File: src/include/flash_guard_pkg.sv
// Overview of operation
// - Classify requests: debug, lower firmware, upper firmware
// - Debug may access unlocked pages
// - Debug refused on locked pages
// - Debug may always read lock bytes
// - Debug may always clear more lock bits
// - Unlocked security page erase resets locks
// - Locked security page needs full device erase
// - Reserved area always refused
// - Firmware ignores lock bytes
// - Lower firmware accesses all but erasing security page
// - Firmware never erases security page
// - Firmware may read and write security page
// - Upper firmware accesses pages at or above limit
// - Upper firmware refused below the limit
// - Fetches below the limit are allowed
// - Read wait setting in control bits 5-4
// - Control bits 3-1 read zero, write zero
// - Control bit 0 gates firmware writes, erases
// - Limit is register times 512, reset zero
// - Each lock bit guards one 16k block
// - Refused debug read returns no stored data
package flash_guard_pkg;
  // APB register byte offsets
  localparam logic [7:0] CTRL_OFS = 8'h00;
  localparam logic [7:0] LIMIT_OFS = 8'h04;
  localparam logic [7:0] LOCK_OFS = 8'h08;
  localparam logic [7:0] STATUS_OFS = 8'h0c;
  // Control register fields and reset
  localparam int WAIT_LSB = 4;
  localparam int WREN_BIT = 0;
  localparam logic [7:0] CTRL_MASK = 8'h31;
  localparam logic [7:0] CTRL_RESET = 8'h00;
  localparam logic [7:0] LIMIT_RESET = 8'h00;
  localparam logic [7:0] LOCK_ERASED = 8'hff;
  // Flash geometry
  localparam int ADDR_W = 17;
  localparam int LIMIT_SHIFT = 9;
  localparam int BLOCK_LSB = 14;
  localparam int PAGE_LSB = 10;
  localparam logic [6:0] SEC_PAGE = 7'h7e;
  localparam logic [6:0] RESV_PAGE = 7'h7f;
  localparam logic [16:0] WE_LOCK_ADDR = 17'h1fbfe;
  localparam logic [16:0] RD_LOCK_ADDR = 17'h1fbff;
  // Request source and operation
  typedef enum logic [1:0] {SRC_DEBUG, SRC_FW} src_t;
  typedef enum logic [1:0] {OP_READ, OP_WRITE, OP_ERASE, OP_FETCH} op_t;
  // Request from core or debug port
  typedef struct packed {
    logic valid;
    src_t src;
    op_t op;
    logic [16:0] pc;
    logic [16:0] addr;
    logic [7:0] wdata;
  } req_t;
  // Command toward the flash array
  typedef struct packed {
    logic write;
    logic erase;
    logic mass;
    logic [16:0] addr;
    logic [7:0] wdata;
  } flash_cmd_t;
  // Answer to the requester
  typedef struct packed {
    logic valid;
    logic granted;
    logic [7:0] rdata;
  } resp_t;
endpackage : flash_guard_pkg

File: src/logic/flash_access_guard.sv
// Added by the designer: the placing of the registers and the APB register port.
`timescale 1ns/1ps
`default_nettype none
module flash_access_guard (
  input wire logic pclk, // System clock
  input wire logic presetn, // Async reset, active low
  input wire logic psel, // APB select
  input wire logic penable, // APB access phase
  input wire logic pwrite, // APB direction
  input wire logic [7:0] paddr, // APB byte address
  input wire logic [31:0] pwdata, // APB write data
  output logic [31:0] prdata, // APB read data
  output logic pready, // APB ready
  output logic pslverr, // APB error
  input wire flash_guard_pkg::req_t req, // Flash request
  input wire logic [7:0] flash_rdata, // Array data at req.addr
  output flash_guard_pkg::resp_t resp, // Decision and read data
  output flash_guard_pkg::flash_cmd_t cmd, // Command pulse to array
  output logic [1:0] read_wait // Read wait setting
);
  import flash_guard_pkg::*;

  logic [7:0] ctrl_q; // Control register
  logic [7:0] limit_q; // Access limit register
  logic [7:0] rd_lock_q; // Read lock byte copy
  logic [7:0] we_lock_q; // Write/erase lock byte copy
  logic [7:0] deny_cnt_q; // Refused request count
  logic [16:0] limit_addr; // Limit as byte address
  logic [2:0] blk; // 16k block of target
  logic sec_page; // Target in security page
  logic resv; // Target in reserved area
  logic lock_byte; // Target is a lock byte
  logic upper; // Firmware runs at or above limit
  logic area_ok; // Target reachable from caller
  logic wr_en; // Software write/erase enable
  logic grant_d; // Decision
  logic mass_d; // Full device erase
  logic setup; // APB setup phase
  logic [31:0] rd_mux; // Register read value
  logic mapped; // Address decodes

  assign limit_addr = {limit_q, {LIMIT_SHIFT{1'b0}}};
  assign blk = req.addr[16:BLOCK_LSB];
  assign sec_page = req.addr[16:PAGE_LSB] == SEC_PAGE;
  assign resv = req.addr[16:PAGE_LSB] == RESV_PAGE;
  assign lock_byte = (req.addr == WE_LOCK_ADDR) || (req.addr == RD_LOCK_ADDR);
  assign upper = req.pc >= limit_addr;
  assign area_ok = !upper || (req.addr >= limit_addr);
  assign wr_en = ctrl_q[WREN_BIT];
  assign setup = psel && !penable;

  // Permission decision per source
  always_comb begin
    grant_d = 1'b0;
    mass_d = 1'b0;
    if (resv) begin
      grant_d = 1'b0;
    end else if (req.src == SRC_DEBUG) begin
      case (req.op)
        OP_READ, OP_FETCH: begin
          // Lock bytes always readable
          grant_d = lock_byte || rd_lock_q[blk];
        end
        OP_WRITE: begin
          // Lock bytes always writable, bits only clear
          grant_d = lock_byte || we_lock_q[blk];
        end
        OP_ERASE: begin
          if (we_lock_q[blk]) begin
            grant_d = 1'b1;
          end else if (sec_page && lock_byte) begin
            grant_d = 1'b1;
            mass_d = 1'b1;
          end else begin
            grant_d = 1'b0;
          end
        end
        default: grant_d = 1'b0;
      endcase
    end else begin
      // Firmware: lock bytes play no part
      case (req.op)
        OP_FETCH: grant_d = 1'b1;
        OP_READ: grant_d = area_ok;
        OP_WRITE: grant_d = area_ok && wr_en;
        OP_ERASE: grant_d = area_ok && wr_en && !sec_page;
        default: grant_d = 1'b0;
      endcase
    end
  end

  // Answer to requester, one cycle after request
  always_ff @(posedge pclk or negedge presetn) begin
    if (!presetn) begin
      resp <= '0;
    end else begin
      resp.valid <= req.valid;
      resp.granted <= req.valid && grant_d;
      // Refused or non-read gives zero data
      if (req.valid && grant_d && (req.op == OP_READ || req.op == OP_FETCH)) begin
        resp.rdata <= flash_rdata;
      end else begin
        resp.rdata <= 8'h00;
      end
    end
  end

  // Command pulse to the flash array
  always_ff @(posedge pclk or negedge presetn) begin
    if (!presetn) begin
      cmd <= '0;
    end else begin
      cmd.write <= req.valid && grant_d && req.op == OP_WRITE;
      cmd.erase <= req.valid && grant_d && req.op == OP_ERASE && !mass_d;
      cmd.mass <= req.valid && grant_d && mass_d;
      cmd.addr <= req.addr;
      cmd.wdata <= req.wdata;
    end
  end

  // Lock byte copies follow granted writes and erases
  always_ff @(posedge pclk or negedge presetn) begin
    if (!presetn) begin
      rd_lock_q <= LOCK_ERASED;
      we_lock_q <= LOCK_ERASED;
    end else if (req.valid && grant_d) begin
      if (req.op == OP_ERASE && (sec_page || mass_d)) begin
        // Erased security page unlocks everything
        rd_lock_q <= LOCK_ERASED;
        we_lock_q <= LOCK_ERASED;
      end else if (req.op == OP_WRITE && req.addr == RD_LOCK_ADDR) begin
        rd_lock_q <= rd_lock_q & req.wdata;
      end else if (req.op == OP_WRITE && req.addr == WE_LOCK_ADDR) begin
        we_lock_q <= we_lock_q & req.wdata;
      end
    end
  end

  // Refused request counter, saturating
  always_ff @(posedge pclk or negedge presetn) begin
    if (!presetn) begin
      deny_cnt_q <= 8'h00;
    end else if (req.valid && !grant_d && deny_cnt_q != 8'hff) begin
      deny_cnt_q <= deny_cnt_q + 8'h01;
    end
  end

  // Control register write
  always_ff @(posedge pclk or negedge presetn) begin
    if (!presetn) begin
      ctrl_q <= CTRL_RESET;
    end else if (psel && penable && pwrite && paddr == CTRL_OFS) begin
      // Reserved bits held at zero
      ctrl_q <= pwdata[7:0] & CTRL_MASK;
    end
  end

  // Access limit register, cleared by full erase
  always_ff @(posedge pclk or negedge presetn) begin
    if (!presetn) begin
      limit_q <= LIMIT_RESET;
    end else if (cmd.mass) begin
      limit_q <= LIMIT_RESET;
    end else if (psel && penable && pwrite && paddr == LIMIT_OFS) begin
      limit_q <= pwdata[7:0];
    end
  end

  // Register read mux
  always_comb begin
    rd_mux = 32'h0000_0000;
    mapped = 1'b1;
    case (paddr)
      CTRL_OFS: rd_mux = {24'h000000, ctrl_q};
      LIMIT_OFS: rd_mux = {24'h000000, limit_q};
      LOCK_OFS: rd_mux = {16'h0000, rd_lock_q, we_lock_q};
      STATUS_OFS: rd_mux = {24'h000000, deny_cnt_q};
      default: mapped = 1'b0;
    endcase
  end

  // APB answer, ready in first access cycle
  always_ff @(posedge pclk or negedge presetn) begin
    if (!presetn) begin
      prdata <= 32'h0000_0000;
      pready <= 1'b0;
      pslverr <= 1'b0;
    end else begin
      pready <= setup;
      pslverr <= setup && !mapped;
      if (setup && !pwrite) begin
        prdata <= rd_mux;
      end
    end
  end

  // Wait setting to the flash timing logic
  always_ff @(posedge pclk or negedge presetn) begin
    if (!presetn) begin
      read_wait <= CTRL_RESET[WAIT_LSB +: 2];
    end else begin
      read_wait <= ctrl_q[WAIT_LSB +: 2];
    end
  end
endmodule : flash_access_guard
`default_nettype wire

File: config.mk
export PLATFORM = sky130hd
export DESIGN_NAME = flash_access_guard
export DESIGN_NICKNAME = d
export VERILOG_FILES = /design/src/include/flash_guard_pkg.sv /design/src/logic/flash_access_guard.sv
export SDC_FILE = /design/constraint.sdc
export NUM_CORES = 1
export LEC_CHECK = 0
export CAP_MARGIN = 20
export CORE_ASPECT_RATIO = 1.2
export CORE_MARGIN = 1
export CORE_UTILIZATION = 56
export CTS_CLUSTER_DIAMETER = 50
export DETAILED_ROUTE_END_ITERATION = 12
export DONT_BUFFER_PORTS = 1
export PLACE_DENSITY = 0.84
export SLEW_MARGIN = 20
export SYNTH_ARGS = -nofsm -noshare
export SYNTH_HDL_FRONTEND = slang
export SYNTH_SLANG_ARGS = --single-unit
File: constraint.sdc
create_clock -name pclk -period 2.4 [get_ports pclk]
set_input_delay 0.36 -clock pclk [delete_from_list [all_inputs] [get_ports pclk]]
set_output_delay 0.36 -clock pclk [all_outputs]
set_load 0.02 [all_outputs]
==> results by group, run 1 <==
STA
  – Slew headroom: 5.52%
  – Slew @ Worst Pin: 1.41 ns
  – Tcrit/Tclk final: 101%
  – Final max-slew violation count: 0
  – Min Tclk post-route: 2.42 ns
  – Hold Vio Cnt, Final: 93
  – RSZ-0062 raised after global routing: true
  – Skew final: 0.0171 ns
  – Setup-failing EPs final: 3
  – FMAX: 413 MHz
  – Setup ws final: -0.0220 ns
  – WHS: -0.320 ns

Worst setup path
  – Crit path buf inv count: 3
  – Worst EP arrival: 2.70 ns
  – Crit path cell chain: inv_2, ha_4, nor2b_4, o31ai_2, a21oi_1, o311ai_1, buf_4, o211ai_4, buf_6, o31ai_2, nand2_1
  – Slowest cell delay on critical path: 0.41 ns
  – CP top delay family: compound AO/OA/AOI/OAI gates
  – Worst EP required: 2.67 ns
  – Slowest-stage cell, CP: dfrtp_1
  – CP endpoint kind: flop
  – Critical-path maximum fanout: 6
  – Startpoint types: flop
  – WS Path Type: flop to flop
  – CP dominant cell by count: o31ai_2

Yosys
  – Sequential area share after synthesis: 55.2%
  – Share of the synthesized area in the top cell type: 45.3%
  – EDFF count, synth: 0
  – Synth Register Bits: 93
  – Synth warn: 0
  – Cells after synthesis: 362
  – Main area contributors after synthesis: dfrtp_1 (45%), dfstp_2 (9.9%), ha_1 (6.2%)
  – Yosys cell types: 53
  – Mapped Area: 4250 µm²
  – Async set or reset register ratio after synthesis: 100%
  – Syn Area/Cell: 11.7 µm²
  – Post-synth top cells: dfrtp_1 (77), nand2_1 (34), ha_1 (21)
  – Cell with the most instances after synthesis: dfrtp_1
  – Area leader, netlist: dfrtp_1
  – Ys flop type: dfrtp_1

Floorplanning
  – Core area: 7320 µm²
  – Initial core utilization: 58.1%
  – Die W: 81.6 µm
  – Chip height: 97.5 µm
  – # rows: 34
  – I/O pin cnt: 174
  – Total die area: 7950 µm²

Power
  – Leak: 2.38 nW
  – Overall Power: 0.00327 W
  – Pwr/cell area: 641 nW/µm²
  – Worst vdd ir: 367 µV

Min path
  – Worst Hold Class: input port to async pin

Clock tree
  – Num CTS Buffers: 9
  – CTS sink count: 93
  – H-tree lvl count: 3
  – Clk pin slew, worst setup/hold paths: 0.10 ns
  – Root buf cell: clkbuf_8
  – CTS Buffer Depth: 2
  – Worst skew pair latency: 0.36 ns
  – CTS tree: yes

Run status
  – Failing checks: hold timing, setup timing
  – Status: finished with violations

Cells and area
  – Register area: 2350 µm²
  – Final cell count without fillers: 497
  – Ant. Diodes: 0
  – Multi-input logic area: 1930 µm²
  – Syn-to-layout area delta: 19.9%
  – Filler cells: 466
  – Nets: 523
  – Layout cells sized above 1: 23.6%

GRT
  – Initial antenna violation count: 0
  – First-pass GRT wire length: 14.2 mm
  – Tot GR Track Use: 24.0%
  – Pin count of the biggest net entering global routing: 94
  – Vias in the first global route: 2905
  – Overflow after GRT: 0

Place
  – Detailed placement HPWL: 6.72 mm
  – Port Buffers: 0
  – Dpl cells: 452
  – Setup WS pre-CTS: 0.000693 ns
  – GP Congestion: 0.912

Drt
  – DRT Wirelength: 10.3 mm
  – WL/cell: 20.8 µm
  – Via density: 6.13
  – Drt initial violations: 269
  – Drc violations: 0
  – Post-DRT Antenna Nets: 0
  – Drt first pass iters: 4
  – Total number of vias: 3048

Run
  – Max-Cap Viols: 0
[worst reg2reg max path, cell delays in order (launching register included)]
cell,delay [ns]
dfrtp_1,0.41
inv_2,0.08
ha_4,0.19
nor2b_4,0.12
o31ai_2,0.26
a21oi_1,0.11
o311ai_1,0.31
buf_4,0.20
o211ai_4,0.15
buf_6,0.18
o31ai_2,0.22
nand2_1,0.11
[worst paths after layout]
| path | startpoint | endpoint | slack, ns | depth (start not counted) |
|---|---|---|---|---|
| setup / recovery | limit_q[1] | we_lock_q[1] | -0.02 | 11 |
| hold / removal | presetn | cmd[3] | -0.32 | 0 |
| setup reg to reg | limit_q[1] | we_lock_q[1] | -0.02 | 11 |
| hold reg to reg | ctrl_q[5] | read_wait[1] | 0.42 | 0 |
| max in group asynchronous | presetn | we_lock_q[6] | 2.49 | 0 |
| min in group pclk | req[46] | resp[9] | 0.03 | 0 |
[through the flow]
| stage | utilization [%] | area, µm² | TNS (ns) | hold WS (ns) |
|---|---|---|---|---|
| final | 69.7 | 5100 | -0.0324 | -0.320 |
| after global routing | 69.7 | 5100 | -1.81 | -0.335 |
| after CTS | 62.4 | 4560 | -0.0408 | -0.333 |
| after detailed placement | 59.5 | 4350 | 0 | 0.0656 |
| after global placement | 59.5 | 4350 | 0 | 0.0658 |
| after floorplan | - | 4310 | 0 | 0.0644 |
[layer usage]
metal  routed length (µm)  part of all wire (%)  vias up  track usage [%]
met5                    0                     0        -                0
met4                  236                   2.3        0             11.3
met3                  939                   9.1       24             7.89
met2                 5380                    52      162             37.9
met1                 3790                    37     1521             29.2
li1                     -                     -     1341                -
[cell type report]
class | instances | share of cell area [%]
well taps | 90 | 2.21
multi-input cells | 236 | 37.9
inverters | 20 | 1.47
clock inverters | 6 | 1.50
repair buffers | 42 | 8.19
clock buffers | 10 | 2.70
flip-flops and latches | 93 | 46.0
[kinds of logic (layout without fill, tap and decap cells)]
logic type | Yosys count | in the layout | synth area share (%)
compound gates | 65 | 65 | 10.7
xor+xnor | 7 | 7 | 1.44
fa+ha+maj | 21 | 21 | 6.18
buf+inv | 48 | 78 | 6.03
flops | 93 | 93 | 55.2
mux | 20 | 20 | 7.06
other cells | 1 | 16 | 0.0882
simple gates | 107 | 107 | 13.3
[state kept, by name, indices dropped and copies added (netlist names)]
signal / cells
cmd: 28
ctrl_q: 3
deny_cnt_q: 8
limit_q: 8
prdata: 16
pready: 1
pslverr: 1
rd_lock_q: 8
read_wait: 2
resp: 10
we_lock_q: 8
[placed cells by master (no fill, tap or decap), drive strengths merged, types with 5 or more instances in the layout]
| cell type | count |
|---|---|
| a21oi | 5 |
| a22o | 8 |
| a22oi | 6 |
| and2 | 10 |
| and3 | 8 |
| buf | 18 |
| clkbuf | 11 |
| conb | 16 |
| dfrtp | 77 |
| dfstp | 16 |
| dlygate4sd3 | 23 |
| ha | 21 |
| inv | 24 |
| mux2i | 9 |
| mux4 | 7 |
| nand2 | 35 |
| nand3 | 11 |
| nor2 | 15 |
| nor4 | 6 |
| o21ai | 16 |
| o31ai | 17 |
| xnor2 | 7 |
[power breakdown]
group	switching (W)	internal, W
clock	0.000584	0.000531
combinational	0.000178	0.000193
sequential	0.000124	0.00166
[repair_timing]
action / CTS / global route
setup buffers: 0 / 4
pin swaps: 1 / 15
resized for setup: 0 / 44
gates cloned: 0 / 2
setup endpoints to repair: 15 / 33
hold endpoints to repair: 93 / 116
(Power assumes the default switching activity.)
==> inputs of run 2 (changes only) <==
SKIP_CTS_REPAIR_TIMING = 1   (was not set)
==> run 2 against run 1 <==
The run ends with hold timing left. First-iteration DRC count is 22% lower. Clock skew rose by 0.00098 ns. Sequential power about the same. Largest cell class unchanged.
==> results by group, run 2 (synthesized netlist as in run 1, its figures left out) <==
Clock tree
  – Num CTS Buffers: 9 (unchanged)
  – Clk pin slew, worst setup/hold paths: 0.10 ns (about the same)
  – CTS tree: yes
  – Worst skew pair latency: 0.36 ns (about the same)
  – Root buf cell: clkbuf_8
  – H-tree lvl count: 3 (unchanged)
  – CTS sink count: 93 (unchanged)
  – CTS Buffer Depth: 2 (unchanged)

Power
  – Leak: 2.38 nW (-0.18%)
  – Sw power: 0.000882 W (-0.41%)
  – Worst vdd ir: 366 µV (-0.16%)
  – Clock share of power: 34.4% (+0.3 points)
  – Flop pwr share: 54.8% (+0.2 points)
  – Switching portion of total power: 27.1% (+0.033 points)
  – Internal: 0.00237 W (-0.58%)
  – Pwr/cell area: 639 nW/µm² (-0.24%)
  – Overall Power: 0.00325 W (-0.53%)
  – Comb power frac: 10.8% (-0.5 points)

Cells and area
  – Syn-to-layout area delta: 19.6%
  – Multi-input logic area: 1920 µm² (-0.58%)
  – Commonest cells after routing, fill and taps aside: dfrtp_1 (77), nand2_1 (34), dlygate4sd3_1 (23)
  – Post-layout util: 69.5% (-0.21 points)
  – Register area: 2350 µm² (unchanged)
  – Biggest register: cmd
  – Max FFs per register: 28 (unchanged)
  – Filler cells: 469 (+0.64%)
  – Layout cells sized above 1: 23.1% (-0.49 points)
  – Most common cell after layout, fill and taps aside: dfrtp_1
  – Ant. Diodes: 0 (unchanged)
  – Largest regs: cmd: 28 flops, prdata: 16 flops, resp: 10 flops
  – Nets: 523 (unchanged)

Place
  – Port Buffers: 0 (unchanged)
  – Setup WS pre-CTS: 0.000693 ns (unchanged)
  – Detailed placement HPWL: 6.72 mm (unchanged)
  – GP Congestion: 0.912 (unchanged)

Drt
  – WL/cell: 20.5 µm (-1.4%)
  – Drt first pass iters: 5 (+1)
  – Drc violations: 0 (unchanged)
  – DRT Wirelength: 10.2 mm (-1.4%)
  – Drt initial violations: 210 (-22%)
  – Via density: 6.07 (-1.0%)
  – Total number of vias: 3016 (-1.0%)
  – Post-DRT Antenna Nets: 0 (unchanged)

Worst setup path
  – CP endpoint kind: flop
  – Critical-path maximum fanout: 6 (unchanged)
  – WS Path Type: flop to flop
  – Worst EP arrival: 2.64 ns (-0.06 ns)
  – Worst EP required: 2.67 ns (about the same)
  – Startpoint types: flop

GRT
  – Pin count of the biggest net entering global routing: 94 (unchanged)
  – Tot GR Track Use: 24.0% (unchanged)
  – Vias in the first global route: 2905 (unchanged)
  – First-pass GRT wire length: 14.2 mm (unchanged)
  – Overflow after GRT: 0 (unchanged)
  – Initial antenna violation count: 0 (unchanged)

STA
  – Tcrit/Tclk final: 98.7% (-2.2 points)
  – Hold Vio Cnt, Final: 93 (unchanged)
  – Skew final: 0.0181 ns (+0.000976 ns)
  – Setup ws final: 0.0304 ns (+0.0525 ns)
  – Slew @ Worst Pin: 1.45 ns (+0.0402 ns)
  – RSZ-0062 raised after global routing: true
  – FMAX: 422 MHz (+2.2%)
  – Total negative slack: 0 ns (+0.0324 ns)
  – Min Tclk post-route: 2.37 ns (-0.0525 ns)
  – WHS: -0.319 ns (+0.00124 ns)
  – Final max-slew violation count: 0 (unchanged)
  – Setup-failing EPs final: 0 (-3)
  – Slew headroom: 2.83% (-2.7 points)

Floorplanning
  – # rows: 34 (unchanged)
  – Core area: 7320 µm² (unchanged)
  – Chip height: 97.5 µm (unchanged)
  – Total die area: 7950 µm² (unchanged)
  – Initial core utilization: 58.1% (unchanged)
  – I/O pin cnt: 174 (unchanged)
  – Die W: 81.6 µm (unchanged)

Run
  – Max-Cap Viols: 0 (unchanged)

Run status
  – Status: finished with violations
  – Failing checks: hold timing

Min path
  – Worst Hold Class: input port to async pin
## run 2: path summary, 6_finish.rpt
kind	start	end	slack [ns]	depth (start not counted)
max	limit_q[1]	we_lock_q[1]	0.03	11
min	presetn	cmd[2]	-0.32	0
max reg2reg	limit_q[1]	we_lock_q[1]	0.03	11
min reg2reg	ctrl_q[5]	read_wait[1]	0.42	0
max in group asynchronous	presetn	we_lock_q[6]	2.50	0
min in group pclk	req[46]	resp[9]	0.03	0
## run 2: routing by layer
metal / track usage, % / vias to the layer above / share of wire [%]
met5: 0 / - / 0
met3: 7.89 / 19 / 9.0
met1: 29.2 / 1503 / 37
met2: 37.9 / 158 / 52
li1: - / 1336 / -
met4: 11.3 / 0 / 2.1
## run 2: stage by stage
step	instances	area, µm²
after global placement	452	4350
after detailed placement	452	4350
after CTS	468	4560
final	497	5090
after global routing	497	5090
after floorplan	377	4310
## run 2: critical path, stage by stage (launching register included)
cell	delay, ns
dfrtp_1	0.41
inv_2	0.08
ha_4	0.19
nor2b_4	0.12
o31ai_2	0.26
a21oi_1	0.10
o311ai_1	0.26
buf_4	0.19
o211ai_4	0.15
buf_6	0.18
o31ai_2	0.23
nand2_1	0.11
## run 2: power by group through the flow
stage / logic [W] / registers [W] / clock network [W]
3_3_place_gp: 0.000258 / 0.00180 / 0
2_1_floorplan: 0.000243 / 0.00178 / 0
5_1_grt: 0.000389 / 0.00179 / 0.00119
6_report: 0.000352 / 0.00178 / 0.00112
4_1_cts: 0.000284 / 0.00178 / 0.00113
3_5_place_dp: 0.000273 / 0.00181 / 0
## run 2: area by class of cell
type	instances	share of cell area [%]
inverters	20	1.48
well taps	90	2.21
clock inverters	6	1.50
repair buffers	42	8.14
multi-input cells	236	37.8
flip-flops and latches	93	46.2
clock buffers	10	2.71
==> inputs of run 3 (changes only) <==
clock period = 2.05 ns   (was 2.4 ns; I/O delays follow)
==> run 3 against run 2 <==
Final cell count increased by 4.4%. Critical path type unchanged. Register-to-register slack got worse by 0.32 ns. Flip-flop and latch count unchanged. First-iteration DRC count decreased by 7.1%. The flow finishes with violations (hold timing, setup timing). Clock skew decreased by 0.011 ns. Sequential power increased by 17%. Combinational power increased by 34%. Non-clock buffer count increased by 22. Global-route usage increased by 1.8 points. Power increased by 16%. Wire length increased by 4.3%. Highest routed layer unchanged. Die area unchanged.
==> results by group, run 3 (synthesized netlist as in run 1, its figures left out) <==
Cells and area
  – Nets: 545 (+4.2%)
  – Largest regs: cmd: 28 flops, prdata: 16 flops, resp: 10 flops
  – Biggest register: cmd
  – Syn-to-layout area delta: 25.4%
  – Layout cells sized above 1: 28.9% (+5.8 points)
  – Most common cell after layout, fill and taps aside: dfrtp_1
  – Max FFs per register: 28 (unchanged)
  – Ant. Diodes: 0 (unchanged)
  – Final cell count without fillers: 519 (+4.4%)
  – Commonest cells after routing, fill and taps aside: dfrtp_1 (77), nand2_1 (33), buf_4 (30)

STA
  – Min Tclk post-route: 2.34 ns (-0.0340 ns)
  – RSZ-0062 raised after global routing: true
  – Slew headroom: 4.11% (+1.3 points)
  – Setup-failing EPs final: 36 (+36)
  – FMAX: 428 MHz (+1.5%)
  – Slew @ Worst Pin: 1.43 ns (-0.0191 ns)
  – WHS: -0.368 ns (-0.0488 ns)
  – Tcrit/Tclk final: 114% (+15 points)
  – Setup ws final: -0.286 ns (-0.316 ns)
  – Hold Vio Cnt, Final: 93 (unchanged)
  – Skew final: 0.00731 ns (-0.0108 ns)
  – Final max-slew violation count: 0 (unchanged)

Worst setup path
  – WS Path Type: flop to flop
  – Crit path buf inv count: 2 (-1)
  – CP top delay family: compound AO/OA/AOI/OAI gates
  – Slowest cell delay on critical path: 0.40 ns (about the same)
  – Crit path cell chain: inv_2, ha_4, and3b_1, a41oi_2, a21oi_2, o311ai_4, o211ai_4, clkbuf_16, o31ai_2, nand2_1
  – Critical-path maximum fanout: 8 (+2)
  – Worst EP arrival: 2.62 ns (-0.02 ns)
  – Worst EP required: 2.33 ns (-0.34 ns)
  – CP endpoint kind: flop
  – Startpoint types: flop
  – Slowest-stage cell, CP: dfrtp_1

Floorplanning
  – Core area: 7320 µm² (unchanged)
  – Chip height: 97.5 µm (unchanged)
  – Total die area: 7950 µm² (unchanged)
  – Initial core utilization: 58.1% (unchanged)
  – I/O pin cnt: 174 (unchanged)
  – # rows: 34 (unchanged)
  – Die W: 81.6 µm (unchanged)

Drt
  – Drt first pass iters: 4 (-1)
  – WL/cell: 20.5 µm (-0.14%)
  – Post-DRT Antenna Nets: 0 (unchanged)
  – DRT Wirelength: 10.6 mm (+4.3%)
  – Total number of vias: 3112 (+3.2%)
  – Drc violations: 0 (unchanged)
  – Drt initial violations: 195 (-7.1%)
  – Via density: 6.00 (-1.2%)

Power
  – Pwr/cell area: 709 nW/µm² (+11%)
  – Leak: 2.50 nW (+5.0%)
  – Worst vdd ir: 516 µV (+41%)

Clock tree
  – H-tree lvl count: 3 (unchanged)
  – CTS Buffer Depth: 2 (unchanged)
  – Worst skew pair latency: 0.36 ns (about the same)
  – CTS sink count: 93 (unchanged)
  – Clk pin slew, worst setup/hold paths: 0.09 ns (about the same)
  – CTS tree: yes
  – Num CTS Buffers: 9 (unchanged)
  – Root buf cell: clkbuf_8

Place
  – GP Congestion: 0.886 (-2.9%)
  – Detailed placement HPWL: 7.16 mm (+6.5%)
  – Setup WS pre-CTS: -0.277 ns (-0.278 ns)
  – Dpl cells: 475 (+5.1%)
  – Port Buffers: 0 (unchanged)

GRT
  – Tot GR Track Use: 25.8% (+1.8 points)
  – Overflow after GRT: 0 (unchanged)
  – Initial antenna violation count: 0 (unchanged)
  – Pin count of the biggest net entering global routing: 94 (unchanged)
  – Vias in the first global route: 3137 (+8.0%)
  – First-pass GRT wire length: 15.1 mm (+6.5%)

Run status
  – Status: finished with violations
  – Failing checks: hold timing, setup timing

Run
  – Max-Cap Viols: 0 (unchanged)

Min path
  – Worst Hold Class: input port to async pin
run 3: changes by cell type in the layout (fill, tap and decap cells not counted), sizes merged:
cell / previous run / this run
inv: 24 / 21
buf: 18 / 37
clkinv: 1 / 2
clkinvlp: 0 / 2
dlygate4sd3: 23 / 26
run 3: cell type report:
cell class              count  area, µm²
flip-flops and latches     93       2350
fillers                   463       1980
multi-input cells         236       1980
repair buffers             64        616
clock buffers              10        128
well taps                  90        113
inverters                  20       77.6
clock inverters             6       71.3
run 3: worst paths after layout:
check	start	slack (ns)	endpoint	cells past startpoint
setup reg to reg	limit_q[1]	-0.29	rd_lock_q[0]	10
min in group pclk	penable	0.03	pready	1
max in group asynchronous	presetn	2.18	rd_lock_q[1]	0
hold reg to reg	ctrl_q[5]	0.41	read_wait[1]	0
hold / removal	presetn	-0.37	limit_q[1]	0
setup / recovery	limit_q[1]	-0.29	rd_lock_q[0]	10
run 3: worst register-to-register path, cell delays in order, from the launching register on:
cell and delay [ns]:
dfrtp_1 0.40, inv_2 0.09, ha_4 0.20, and3b_1 0.18, a41oi_2 0.20, a21oi_2 0.10, o311ai_4 0.37, o211ai_4 0.18
clkbuf_16 0.21, o31ai_2 0.24, nand2_1 0.09
run 3: stage by stage:
stage / hold slack [ns] / setup TNS (ns) / total power, W / util, % / area [µm²]
2_1_floorplan: 0.0119 / -0.469 / 0.00238 / - / 4370
5_1_grt: -0.397 / -11.43 / 0.00393 / 72.9 / 5330
4_1_cts: -0.376 / -8.22 / 0.00367 / 65.4 / 4790
6_report: -0.368 / -7.34 / 0.00378 / 72.9 / 5330
3_5_place_dp: 0.0138 / -6.92 / 0.00246 / 62.7 / 4590
3_3_place_gp: 0.0137 / -3.80 / 0.00244 / 62.7 / 4590
run 3: power by group:
group | internal (W) | switching [W]
Clock | 0.000573 | 0.000653
Sequential | 0.00194 | 0.000139
Combinational | 0.000254 | 0.000220
Total | 0.00277 | 0.00101
run 3: routing by layer:
layer  track usage [%]  vias up  part of all wire [%]
met1              28.9     1528                    36
met2              42.5      174                    52
li1                  -     1376                     -
met3              8.83       34                   8.1
met4              13.3        0                   3.8
met5                 0        -                     0
